## src/lacb_pkg.sv

```systemverilog
// Purpose: Shared constants and types for the logic and carry-branch slice
// Assumes: Single instruction clock split into four phases
// Notes: Opcode patterns, flag positions and address split live here
package lacb_pkg;

	localparam int DATA_W = 8;
	localparam int ADDR_W = 12;
	localparam int BANK_W = 4;
	localparam int PC_W = 21;
	localparam int INSTR_W = 16;
	localparam int STATUS_W = 5;

	// Opcode fields
	localparam logic [7:0] OPC_AND_LIT = 8'h0b;
	localparam logic [5:0] OPC_AND_FILE = 6'h05;
	localparam logic [5:0] OPC_ADD_CARRY = 6'h08;
	localparam logic [7:0] OPC_BRANCH_CARRY = 8'he2;
	localparam int DEST_BIT = 9;
	localparam int ACCESS_BIT = 8;

	// Access bank split and bank numbers
	localparam logic [7:0] ACCESS_LIMIT = 8'h5f;
	localparam logic [BANK_W-1:0] ACCESS_LOW_BANK = 4'h0;
	localparam logic [BANK_W-1:0] ACCESS_HIGH_BANK = 4'hf;

	// Status flag positions
	localparam int FLAG_C = 0;
	localparam int FLAG_DC = 1;
	localparam int FLAG_Z = 2;
	localparam int FLAG_OV = 3;
	localparam int FLAG_N = 4;

	localparam logic [PC_W-1:0] PC_STEP = 21'h000002;
	localparam logic [PC_W-1:0] PC_RESET = 21'h000000;
	localparam logic [DATA_W-1:0] ACC_RESET = 8'h00;
	localparam logic [STATUS_W-1:0] STATUS_RESET = 5'h00;
	localparam logic [INSTR_W-1:0] INSTR_RESET = 16'h0000;
	localparam logic [ADDR_W-1:0] ADDR_RESET = 12'h000;

	typedef enum logic [1:0] {PH_Q1, PH_Q2, PH_Q3, PH_Q4} lacb_phase_type;

	typedef enum logic [2:0] {
		OP_NONE,
		OP_AND_LIT,
		OP_AND_FILE,
		OP_ADD_CARRY,
		OP_BRANCH_CARRY
	} lacb_op_type;

	typedef enum logic {ALU_AND, ALU_ADDC} lacb_alu_type;

endpackage

```

## src/lacb_exec.sv

```systemverilog
// Purpose: Execute slice for AND literal, AND file, add-carry, branch-carry
// Assumes: Memory returns read data in the cycle after the read strobe
// Notes: One instruction per four phases; taken branch flushes one cycle
// Notes on behaviour
// - AND literal into accumulator, flags N Z
// - AND accumulator with file, flags N Z
// - Destination bit 0 writes accumulator only
// - Destination bit 1 writes file register back
// - Access bit picks access bank or bank pointer
// - Extended set, access, low address: indexed offset
// - Carry set: pc becomes pc plus 2 plus 2n
// - Taken branch two cycles, else one
// - Add with carry updates N OV C DC Z
`timescale 1ns/100ps
module lacb_exec
(
	input wire logic clk_in,
	input wire logic rst_in,
	input wire logic ce_in,
	input wire logic [lacb_pkg::INSTR_W-1:0] instr_in,
	input wire logic ext_set_en_in,
	input wire logic [lacb_pkg::BANK_W-1:0] bank_select_pointer_in,
	input wire logic [lacb_pkg::ADDR_W-1:0] index_base_in,
	input wire logic [lacb_pkg::DATA_W-1:0] file_rd_data_in,
	input wire logic preset_en_in,
	input wire logic [lacb_pkg::DATA_W-1:0] preset_acc_in,
	input wire logic preset_carry_in,
	output lacb_pkg::lacb_phase_type phase_out,
	output logic [lacb_pkg::ADDR_W-1:0] file_addr_out,
	output logic file_rd_en_out,
	output logic file_wr_en_out,
	output logic [lacb_pkg::DATA_W-1:0] file_wr_data_out,
	output logic [lacb_pkg::DATA_W-1:0] acc_out,
	output logic [lacb_pkg::STATUS_W-1:0] status_out,
	output logic [lacb_pkg::PC_W-1:0] pc_out,
	output logic flush_out
);
	import lacb_pkg::*;

	function automatic lacb_op_type decode_op(input logic [INSTR_W-1:0] ins);
		if (ins[15:8] == OPC_AND_LIT)
			decode_op = OP_AND_LIT;
		else if (ins[15:10] == OPC_AND_FILE)
			decode_op = OP_AND_FILE;
		else if (ins[15:10] == OPC_ADD_CARRY)
			decode_op = OP_ADD_CARRY;
		else if (ins[15:8] == OPC_BRANCH_CARRY)
			decode_op = OP_BRANCH_CARRY;
		else
			decode_op = OP_NONE;
	endfunction

	function automatic logic uses_file(input lacb_op_type op);
		uses_file = (op == OP_AND_FILE) || (op == OP_ADD_CARRY);
	endfunction

	lacb_phase_type phase_reg, phase_next;
	lacb_op_type op_reg, op_next;
	logic [INSTR_W-1:0] instr_reg, instr_next;
	logic [ADDR_W-1:0] addr_reg, addr_next;
	logic [DATA_W-1:0] operand_reg, operand_next;
	logic [DATA_W-1:0] result_reg, result_next;
	logic [STATUS_W-1:0] flags_reg, flags_next;
	logic [DATA_W-1:0] acc_reg, acc_next;
	logic [STATUS_W-1:0] status_reg, status_next;
	logic [PC_W-1:0] pc_reg, pc_next;
	logic flush_reg, flush_next;
	logic indexed_reg, indexed_next;
	logic [DATA_W-1:0] alu_result;
	logic [DATA_W-1:0] alu_b;
	logic alu_c, alu_dc, alu_ov, alu_n, alu_z;
	lacb_alu_type alu_op;
	logic [7:0] fld;
	logic dest_file;
	logic taken;

	assign fld = instr_reg[7:0];
	assign dest_file = instr_reg[DEST_BIT];
	assign taken = (op_reg == OP_BRANCH_CARRY) && status_reg[FLAG_C];
	assign alu_op = (op_reg == OP_ADD_CARRY) ? ALU_ADDC : ALU_AND;
	// Literal form reads its operand from the opcode itself; the result
	// is registered at Q3 so the Q4 write data comes from a flip-flop
	assign alu_b = (phase_reg == PH_Q3) ?
		(uses_file(op_reg) ? file_rd_data_in : fld) : operand_reg;

	lacb_alu u_alu
	(
		.op_in(alu_op),
		.a_in(acc_reg),
		.b_in(alu_b),
		.carry_in(status_reg[FLAG_C]),
		.result_out(alu_result),
		.carry_out(alu_c),
		.digit_out(alu_dc),
		.ovf_out(alu_ov),
		.neg_out(alu_n),
		.zero_out(alu_z)
	);

	always_comb
	begin
		phase_next = phase_reg;
		op_next = op_reg;
		instr_next = instr_reg;
		addr_next = addr_reg;
		indexed_next = indexed_reg;
		operand_next = operand_reg;
		result_next = result_reg;
		flags_next = flags_reg;
		acc_next = acc_reg;
		status_next = status_reg;
		pc_next = pc_reg;
		flush_next = flush_reg;
		unique case (phase_reg)
			PH_Q1:
			begin
				phase_next = PH_Q2;
				// A flushed cycle runs as a no-operation
				instr_next = flush_reg ? INSTR_RESET : instr_in;
				op_next = flush_reg ? OP_NONE : decode_op(instr_in);
				indexed_next = 1'b0;
				// Gated opcode sends a flushed cycle's address to 12'h000, or to index_base_in when ext_set_en_in is high
				if (instr_next[ACCESS_BIT])
					addr_next = {bank_select_pointer_in,
						instr_next[7:0]};
				else if (ext_set_en_in && instr_next[7:0] <= ACCESS_LIMIT)
				begin
					addr_next = index_base_in +
						{4'h0, instr_next[7:0]};
					indexed_next = 1'b1;
				end
				else if (instr_next[7:0] <= ACCESS_LIMIT)
					addr_next = {ACCESS_LOW_BANK, instr_next[7:0]};
				else
					addr_next = {ACCESS_HIGH_BANK, instr_next[7:0]};
			end
			PH_Q2:
			begin
				phase_next = PH_Q3;
			end
			PH_Q3:
			begin
				phase_next = PH_Q4;
				operand_next = alu_b;
			end
			PH_Q4:
			begin
				phase_next = PH_Q1;
				flush_next = taken;
				if (flush_reg)
					pc_next = pc_reg;
				else if (taken)
					pc_next = pc_reg + PC_STEP +
						{{12{fld[7]}}, fld, 1'b0};
				else
					pc_next = pc_reg + PC_STEP;
			end
		endcase
		// Result is formed at the process phase from the live read data or the literal
		if (phase_reg == PH_Q4 && op_reg != OP_NONE &&
			op_reg != OP_BRANCH_CARRY)
		begin
			status_next[FLAG_N] = flags_reg[FLAG_N];
			status_next[FLAG_Z] = flags_reg[FLAG_Z];
			if (op_reg == OP_ADD_CARRY)
			begin
				status_next[FLAG_C] = flags_reg[FLAG_C];
				status_next[FLAG_DC] = flags_reg[FLAG_DC];
				status_next[FLAG_OV] = flags_reg[FLAG_OV];
			end
			if (op_reg == OP_AND_LIT || !dest_file)
				acc_next = result_reg;
		end
		result_next = alu_result;
		flags_next = {alu_n, alu_ov, alu_z, alu_dc, alu_c};
		if (preset_en_in)
		begin
			acc_next = preset_acc_in;
			status_next[FLAG_C] = preset_carry_in;
		end
	end

	always_ff @(posedge clk_in or posedge rst_in)
	begin
		if (rst_in)
		begin
			phase_reg <= PH_Q1;
			op_reg <= OP_NONE;
			instr_reg <= INSTR_RESET;
			addr_reg <= ADDR_RESET;
			indexed_reg <= 1'b0;
			operand_reg <= ACC_RESET;
			result_reg <= ACC_RESET;
			flags_reg <= STATUS_RESET;
			acc_reg <= ACC_RESET;
			status_reg <= STATUS_RESET;
			pc_reg <= PC_RESET;
			flush_reg <= 1'b0;
		end
		else if (ce_in)
		begin
			phase_reg <= phase_next;
			op_reg <= op_next;
			instr_reg <= instr_next;
			addr_reg <= addr_next;
			indexed_reg <= indexed_next;
			operand_reg <= operand_next;
			result_reg <= result_next;
			flags_reg <= flags_next;
			acc_reg <= acc_next;
			status_reg <= status_next;
			pc_reg <= pc_next;
			flush_reg <= flush_next;
		end
	end

	assign phase_out = phase_reg;
	assign file_addr_out = addr_reg;
	assign file_rd_en_out = (phase_reg == PH_Q2) && uses_file(op_reg);
	// Write strobe only for the file destination
	assign file_wr_en_out = (phase_reg == PH_Q4) && uses_file(op_reg) &&
		dest_file;
	assign file_wr_data_out = result_reg;
	assign acc_out = acc_reg;
	assign status_out = status_reg;
	assign pc_out = pc_reg;
	assign flush_out = flush_reg;

	// Result and flag checks assume preset is idle while the checked instruction runs
	and_lit_a: assert property (@(posedge clk_in) disable iff (rst_in)
		phase_reg == PH_Q4 && op_reg == OP_AND_LIT && ce_in &&
		!preset_en_in |=> acc_reg == ($past(acc_reg) & $past(fld)))
		else $error("literal AND result wrong");
	and_flags_a: assert property (@(posedge clk_in) disable iff (rst_in)
		phase_reg == PH_Q4 && (op_reg == OP_AND_FILE || op_reg == OP_AND_LIT)
		&& ce_in && !preset_en_in |=>
		status_reg[FLAG_C] == $past(status_reg[FLAG_C]) &&
		status_reg[FLAG_OV] == $past(status_reg[FLAG_OV]) &&
		status_reg[FLAG_DC] == $past(status_reg[FLAG_DC]) &&
		status_reg[FLAG_Z] == ($past(result_reg) == 8'h00))
		else $error("AND touched wrong flags");
	dest_acc_a: assert property (@(posedge clk_in) disable iff (rst_in)
		phase_reg == PH_Q4 && op_reg == OP_AND_FILE && ce_in &&
		!preset_en_in && !dest_file |-> !file_wr_en_out ##1
		acc_reg == $past(result_reg))
		else $error("accumulator destination wrong");
	dest_file_a: assert property (@(posedge clk_in) disable iff (rst_in)
		phase_reg == PH_Q4 && op_reg == OP_AND_FILE && ce_in &&
		!preset_en_in && dest_file |-> file_wr_en_out &&
		file_wr_data_out == (acc_reg & operand_reg) ##1
		acc_reg == $past(acc_reg))
		else $error("file destination wrong");
	access_bank_a: assert property (@(posedge clk_in) disable iff (rst_in)
		phase_reg == PH_Q2 && !instr_reg[ACCESS_BIT] && !indexed_reg |->
		file_addr_out == {(fld > ACCESS_LIMIT) ? ACCESS_HIGH_BANK :
		ACCESS_LOW_BANK, fld})
		else $error("access bank address wrong");
	indexed_mode_a: assert property (@(posedge clk_in) disable iff (rst_in)
		phase_reg == PH_Q1 && ce_in && !flush_reg &&
		!instr_in[ACCESS_BIT] &&
		ext_set_en_in && instr_in[7:0] <= ACCESS_LIMIT |=>
		file_addr_out == $past(index_base_in) + {4'h0, $past(instr_in[7:0])})
		else $error("indexed address wrong");
	branch_pc_a: assert property (@(posedge clk_in) disable iff (rst_in)
		phase_reg == PH_Q4 && taken && ce_in |=> pc_reg == $past(pc_reg) +
		PC_STEP + {{12{$past(fld[7])}}, $past(fld), 1'b0})
		else $error("branch target wrong");
	branch_len_a: assert property (@(posedge clk_in) disable iff (rst_in)
		phase_reg == PH_Q4 && op_reg == OP_BRANCH_CARRY && ce_in |=>
		flush_reg == $past(status_reg[FLAG_C]) && op_reg == $past(op_reg))
		else $error("branch cycle count wrong");
	add_carry_a: assert property (@(posedge clk_in) disable iff (rst_in)
		phase_reg == PH_Q4 && op_reg == OP_ADD_CARRY && ce_in &&
		!preset_en_in |=> status_reg == $past(flags_next))
		else $error("add-with-carry flags wrong");
	phase_seq_a: assert property (@(posedge clk_in) disable iff (rst_in)
		phase_reg == PH_Q1 && ce_in ##1 ce_in [*3] |=> phase_reg == PH_Q1)
		else $error("phase sequence wrong");

	taken_c: cover property (@(posedge clk_in) disable iff (rst_in)
		phase_reg == PH_Q4 && taken && ce_in);
	file_wr_c: cover property (@(posedge clk_in) disable iff (rst_in)
		file_wr_en_out && ce_in);
	indexed_c: cover property (@(posedge clk_in) disable iff (rst_in)
		phase_reg == PH_Q2 && indexed_reg && file_rd_en_out);

endmodule // lacb_exec

```

## src/lacb_alu.sv

```systemverilog
// Purpose: Byte ALU for AND and add-with-carry with flag outputs
// Assumes: Purely combinational, caller registers results
// Notes: Carry flags are meaningful only for the add operation
`timescale 1ns/100ps
module lacb_alu
(
	input wire lacb_pkg::lacb_alu_type op_in,
	input wire logic [lacb_pkg::DATA_W-1:0] a_in,
	input wire logic [lacb_pkg::DATA_W-1:0] b_in,
	input wire logic carry_in,
	output logic [lacb_pkg::DATA_W-1:0] result_out,
	output logic carry_out,
	output logic digit_out,
	output logic ovf_out,
	output logic neg_out,
	output logic zero_out
);
	import lacb_pkg::*;

	logic [DATA_W:0] sum;
	logic [4:0] nib;

	always_comb
	begin
		sum = {1'b0, a_in} + {1'b0, b_in} + {8'h00, carry_in};
		nib = {1'b0, a_in[3:0]} + {1'b0, b_in[3:0]} + {4'h0, carry_in};
		carry_out = sum[DATA_W];
		digit_out = nib[4];
		// Overflow when like-signed operands give an unlike sign
		ovf_out = (a_in[7] == b_in[7]) && (sum[7] != a_in[7]);
		if (op_in == ALU_AND)
			result_out = a_in & b_in;
		else
			result_out = sum[DATA_W-1:0];
		neg_out = result_out[DATA_W-1];
		zero_out = (result_out == 8'h00);
	end

endmodule // lacb_alu

```

## config.mk

```make
export PLATFORM = sky130hd
export DESIGN_NAME = lacb_exec
export DESIGN_NICKNAME = d
export VERILOG_FILES = /design/src/lacb_pkg.sv /design/src/lacb_exec.sv /design/src/lacb_alu.sv
export SDC_FILE = /design/constraint.sdc
export NUM_CORES = 1
export LEC_CHECK = 0
export ABC_CLOCK_PERIOD_IN_PS = 5150
export BUFFER_PORTS_ARGS = -buffer_cell sky130_fd_sc_hd__buf_2
export CORE_MARGIN = 2
export CORE_UTILIZATION = 55
export CTS_CLUSTER_SIZE = 8
export DETAILED_ROUTE_END_ITERATION = 8
export GPL_TIMING_DRIVEN = 0
export PLACE_DENSITY = 0.79
export SLEW_MARGIN = 20
export SYNTH_ARGS = -nofsm -noshare
export SYNTH_HDL_FRONTEND = slang
export SYNTH_SLANG_ARGS = --single-unit
```

## constraint.sdc

```tcl
create_clock -name clk_in -period 5.15 [get_ports clk_in]
set_clock_uncertainty 0.05 [all_clocks]
set_input_delay 1.03 -clock clk_in [delete_from_list [all_inputs] [get_ports clk_in]]
set_output_delay 1.03 -clock clk_in [all_outputs]
set_load 0.1 [all_outputs]
```

==> flow_summary.html <==
<table>
<tr><th>Metric</th><th>Value</th></tr>
<tr><th colspan="2">Status</th></tr>
<tr><td>Outcome</td><td>completed</td></tr>
<tr><th colspan="2">Timing</th></tr>
<tr><td>Final critical path time including I/O delays and setup</td><td>3.81 ns</td></tr>
<tr><td>Setup repair after global routing missed its margin</td><td>false</td></tr>
<tr><td>Number of failing hold endpoints at the final stage</td><td>0</td></tr>
<tr><td>Crit share post-route</td><td>0.739</td></tr>
<tr><td>PnR worst setup slack</td><td>1.34 ns</td></tr>
<tr><td>Transition time of the tightest slew-check pin</td><td>approximately 0.92 ns</td></tr>
<tr><td>Fmax</td><td>263 MHz</td></tr>
<tr><td>Relative slew slack</td><td>0.385</td></tr>
<tr><td>Total Neg Setup Slack</td><td>0 ns</td></tr>
<tr><td>Number of failing setup endpoints in the final timing report</td><td>0</td></tr>
<tr><td>Final hold slack</td><td>0.432 ns</td></tr>
<tr><td>Final Max Slew Viols</td><td>0</td></tr>
<tr><th colspan="2">Global routing</th></tr>
<tr><td>Initial antenna violation count</td><td>1</td></tr>
<tr><td>GR Util All Layers</td><td>0.280</td></tr>
<tr><td>Wire length of the first global-routing pass</td><td>25800 um</td></tr>
<tr><td>Vias in the first global route</td><td>about 5500</td></tr>
<tr><td>Aggregate global routing overflow</td><td>0</td></tr>
<tr><td>Maximum number of pins on one net before global-route repair</td><td>50</td></tr>
<tr><th colspan="2">Yosys</th></tr>
<tr><td>Share of the yosys chip area belonging to registers</td><td>0.335</td></tr>
<tr><td>Most frequent cells after synthesis</td><td>sky130_fd_sc_hd__a21oi_1, sky130_fd_sc_hd__dfrtp_1, sky130_fd_sc_hd__nor2_1</td></tr>
<tr><td>Post-Synthesis Cells</td><td>699</td></tr>
<tr><td>Total of flip-flops plus latches after synthesis</td><td>80</td></tr>
<tr><td>Post-synth ARST share</td><td>1.00</td></tr>
<tr><td>Warnings, synthesis</td><td>0</td></tr>
<tr><td>Top-area cell type share of the netlist area</td><td>0.335</td></tr>
<tr><td>Leading cell types by total area after synthesis</td><td>sky130_fd_sc_hd__dfrtp_1, sky130_fd_sc_hd__ha_1, sky130_fd_sc_hd__a21oi_1</td></tr>
<tr><td>Post-synth net total</td><td>801</td></tr>
<tr><td>Post-synth top flop</td><td>sky130_fd_sc_hd__dfrtp_1</td></tr>
<tr><td>Mean Syn Cell Area</td><td>8.55 um^2</td></tr>
<tr><td>Most frequent cell after synthesis</td><td>sky130_fd_sc_hd__a21oi_1</td></tr>
<tr><td>Number of distinct library cells after synthesis</td><td>60</td></tr>
<tr><td>Cell type with the highest aggregate area in the netlist</td><td>sky130_fd_sc_hd__dfrtp_1</td></tr>
<tr><td>Number of synthesized flops with an enable pin</td><td>0</td></tr>
<tr><td>Post-synth design cell area</td><td>roughly 6000 um^2</td></tr>
<tr><th colspan="2">Power</th></tr>
<tr><td>Leakage power</td><td>0.00330 uW</td></tr>
<tr><td>Net switching power</td><td>between 2000 and 2500 uW</td></tr>
<tr><td>Peak supply drop</td><td>0.000476 V</td></tr>
<tr><td>Clk pwr share</td><td>0.107</td></tr>
<tr><td>Sequential fraction of design power</td><td>0.244</td></tr>
<tr><td>Part of the total power dissipated in combinational logic</td><td>0.649</td></tr>
<tr><td>Switch share</td><td>0.558</td></tr>
<tr><td>Design internal power</td><td>1900 uW</td></tr>
<tr><td>Pwr per Cell Area</td><td>621 nW/um^2</td></tr>
<tr><th colspan="2">CTS</th></tr>
<tr><td>Setup Buffers After CTS</td><td>0</td></tr>
<tr><td>Number of CTS-inserted buffers</td><td>9</td></tr>
<tr><td>Clock Path Buffers</td><td>2</td></tr>
<tr><td>Buffer type at the clock tree root</td><td>sky130_fd_sc_hd__clkbuf_8</td></tr>
<tr><td>CTS-repair resized insts</td><td>0</td></tr>
<tr><td>Clock transition time at the flip-flop clock pins of the worst setup and hold paths</td><td>0.09 ns</td></tr>
<tr><td># clock sinks</td><td>80</td></tr>
<tr><td>Clk Latency, worst-skew pair</td><td>0.37 ns</td></tr>
<tr><td>Hold-fix buffer count after cts</td><td>0</td></tr>
<tr><td>Total number of H-tree levels</td><td>3</td></tr>
<tr><td>TritonCTS clock tree</td><td>yes</td></tr>
<tr><th colspan="2">Floorplan</th></tr>
<tr><td>Effective utilization at floorplan</td><td>0.558</td></tr>
<tr><td>I/O pin total</td><td>113</td></tr>
<tr><td>Floorplan row count</td><td>38</td></tr>
<tr><td>Die W</td><td>108 um</td></tr>
<tr><td>Height of the chip</td><td>108 um</td></tr>
<tr><td>Die Outline Area</td><td>11700 um^2</td></tr>
<tr><td>CORE AREA</td><td>10700 um^2</td></tr>
<tr><th colspan="2">Detailed routing</th></tr>
<tr><td>Routed wire length</td><td>15800 um</td></tr>
<tr><td>Remaining design rule violation count</td><td>0</td></tr>
<tr><td>Violation count after the first detailed-route iteration</td><td>443</td></tr>
<tr><td>Total vias in the final route</td><td>5633</td></tr>
<tr><td>Number of nets with antenna violations after detailed routing</td><td>0</td></tr>
<tr><td>Number of search-and-repair iterations in the first detailed-routing pass</td><td>6</td></tr>
<tr><td>Average wire per standard cell</td><td>16.4 um</td></tr>
<tr><td>Mean number of vias per cell</td><td>5.83</td></tr>
<tr><th colspan="2">Cells and area</th></tr>
<tr><td>Layout overhead on the synthesized area</td><td>15.9%</td></tr>
<tr><td>Layout cell share with drive strength beyond 1</td><td>0.186</td></tr>
<tr><td>Filler cell count in the final layout</td><td>932</td></tr>
<tr><td>Count of nets after finishing</td><td>924</td></tr>
<tr><td>Max FFs per register</td><td>20</td></tr>
<tr><td>Antenna Diode Count</td><td>0</td></tr>
<tr><th colspan="2">Setup path</th></tr>
<tr><td>Family of cells with the greatest summed delay on the critical path</td><td>simple AND/OR/NAND/NOR gates</td></tr>
<tr><td>Number of gates on the worst path with buffers counted</td><td>15</td></tr>
<tr><td>Sequence of cells on the critical path</td><td>ha_1 &gt; and3_1 &gt; nand4_1 &gt; nor2_1 &gt; nand3_1 &gt; xnor2_1 &gt; ha_1 &gt; clkbuf_1 &gt; nand4_1 &gt; o211ai_1 &gt; o21bai_1 &gt; a31oi_1 &gt; xnor2_1 &gt; o22ai_1 &gt; a21oi_1</td></tr>
<tr><td>Worst-path cell with the longest stage delay</td><td>sky130_fd_sc_hd__dfrtp_1</td></tr>
<tr><td>Worst reg2reg path depth</td><td>15</td></tr>
<tr><td>Sort of element at the start of the critical path</td><td>register</td></tr>
<tr><td>Kind of critical path</td><td>register to register</td></tr>
<tr><td>Crit path arrival time</td><td>4.04 ns</td></tr>
<tr><td>Endpoint required time on the critical path</td><td>5.39 ns</td></tr>
<tr><td>Number of buffers and inverters on the critical path</td><td>1</td></tr>
<tr><td>Crit Path Max Fanout</td><td>7</td></tr>
<tr><td>Kind of end point of the critical path</td><td>register</td></tr>
<tr><td>Biggest cell delay along the critical path</td><td>0.45 ns</td></tr>
<tr><th colspan="2">Placed design</th></tr>
<tr><td>HPWL reported at the end of detailed placement</td><td>12200 um</td></tr>
<tr><td>Input/output buffers</td><td>~110</td></tr>
<tr><td>Post-Place Worst Slack</td><td>1.46 ns</td></tr>
<tr><td>RD Place Congestion</td><td>0.901</td></tr>
<tr><th colspan="2">Flow run</th></tr>
<tr><td>Maximum capacitance violations</td><td>0</td></tr>
<tr><th colspan="2">Worst hold path</th></tr>
<tr><td>Classification of the worst-slack hold path</td><td>register to register</td></tr>
<tr><td>Hold Crit Depth</td><td>1</td></tr>
</table>
## worst register-to-register path: cells and delay by family (launching register included)
kind / cells / cell delay, ns
buffers and inverters: 1 / 0.27
xor gates and xnor gates: 2 / 0.34
DFF: 1 / 0.45
AOI/OAI and AO/OA: 5 / 0.89
and+or+nand+nor: 5 / 1.22
adders and majority gates: 2 / 0.50
## kinds of logic (layout without fill, tap and decap cells)
kind of cell | Yosys count | in the layout | synth area share
xor+xnor | 47 | 47 | 0.0689
buf+inv | 54 | 181 | 0.0360
other cells | 1 | 1 | 0.000628
simple gates | 229 | 229 | 0.186
mux | 38 | 38 | 0.0664
flops | 80 | 80 | 0.335
compound gates | 202 | 202 | 0.202
fa+ha+maj | 48 | 48 | 0.106
## power groups by stage
stage,clock (uW),sequential [uW],combinational [uW]
after CTS,464,1050,2780
after floorplan,0,1860,1420
after global routing,491,1070,3020
after global placement,0,1040,2680
final,460,1050,2790
after detailed placement,0,1060,2750
## through the flow
stage	total power [uW]	util	instances	instance area, um^2
global placement	3720	0.627	950	6710
finish	4300	0.647	966	6920
global route	4580	0.647	966	6920
floorplan	3280	-	699	5970
CTS	4290	0.647	966	6920
detailed placement	3810	0.630	951	6740
## routing by layer
layer	vias to the layer above	track usage	part of all wire
li1	2729	-	-
met4	2	0.0861	0.018
met2	196	0.469	0.48
met3	28	0.0542	0.064
met5	-	0	0.00057
met1	2678	0.368	0.44
## cells in the final DEF (no fill, tap or decap), types with 9 or more instances in the layout
cell type / n
sky130_fd_sc_hd__a21o_1: 13
sky130_fd_sc_hd__a21oi_1: 88
sky130_fd_sc_hd__and3_1: 9
sky130_fd_sc_hd__buf_2: 112
sky130_fd_sc_hd__clkbuf_1: 27
sky130_fd_sc_hd__clkbuf_8: 9
sky130_fd_sc_hd__dfrtp_1: 80
sky130_fd_sc_hd__ha_1: 44
sky130_fd_sc_hd__inv_1: 20
sky130_fd_sc_hd__mux2_2: 13
sky130_fd_sc_hd__mux2i_1: 25
sky130_fd_sc_hd__nand2_1: 56
sky130_fd_sc_hd__nand3_1: 23
sky130_fd_sc_hd__nor2_1: 75
sky130_fd_sc_hd__nor2b_1: 15
sky130_fd_sc_hd__nor3_1: 9
sky130_fd_sc_hd__o21ai_0: 49
sky130_fd_sc_hd__xnor2_1: 29
sky130_fd_sc_hd__xor2_1: 18
## path summary, 6_finish.rpt
check / slack [ns] / endpoint / from
min in group asynchronous: 0.61 / acc_out[0] / rst_in
hold / removal: 0.43 / pc_out[20] / pc_out[20]
hold reg to reg: 0.43 / pc_out[20] / pc_out[20]
max in group asynchronous: 3.83 / pc_out[8] / rst_in
setup reg to reg: 1.34 / pc_out[18] / pc_out[2]
setup / recovery: 1.34 / pc_out[18] / pc_out[2]
## area by class of cell
type                    instances  area [um^2]  area share
multi-input cells             565         3760       0.543
flip-flops and latches         80         2000       0.289
repair buffers                112          583      0.0842
well taps                     140          175      0.0253
plain buffers                  33          136      0.0197
clock buffers                  10          128      0.0184
inverters                      21         81.3      0.0117
clock inverters                 5         58.8     0.00850
Note: power is estimated with default switching activity, not from simulation.
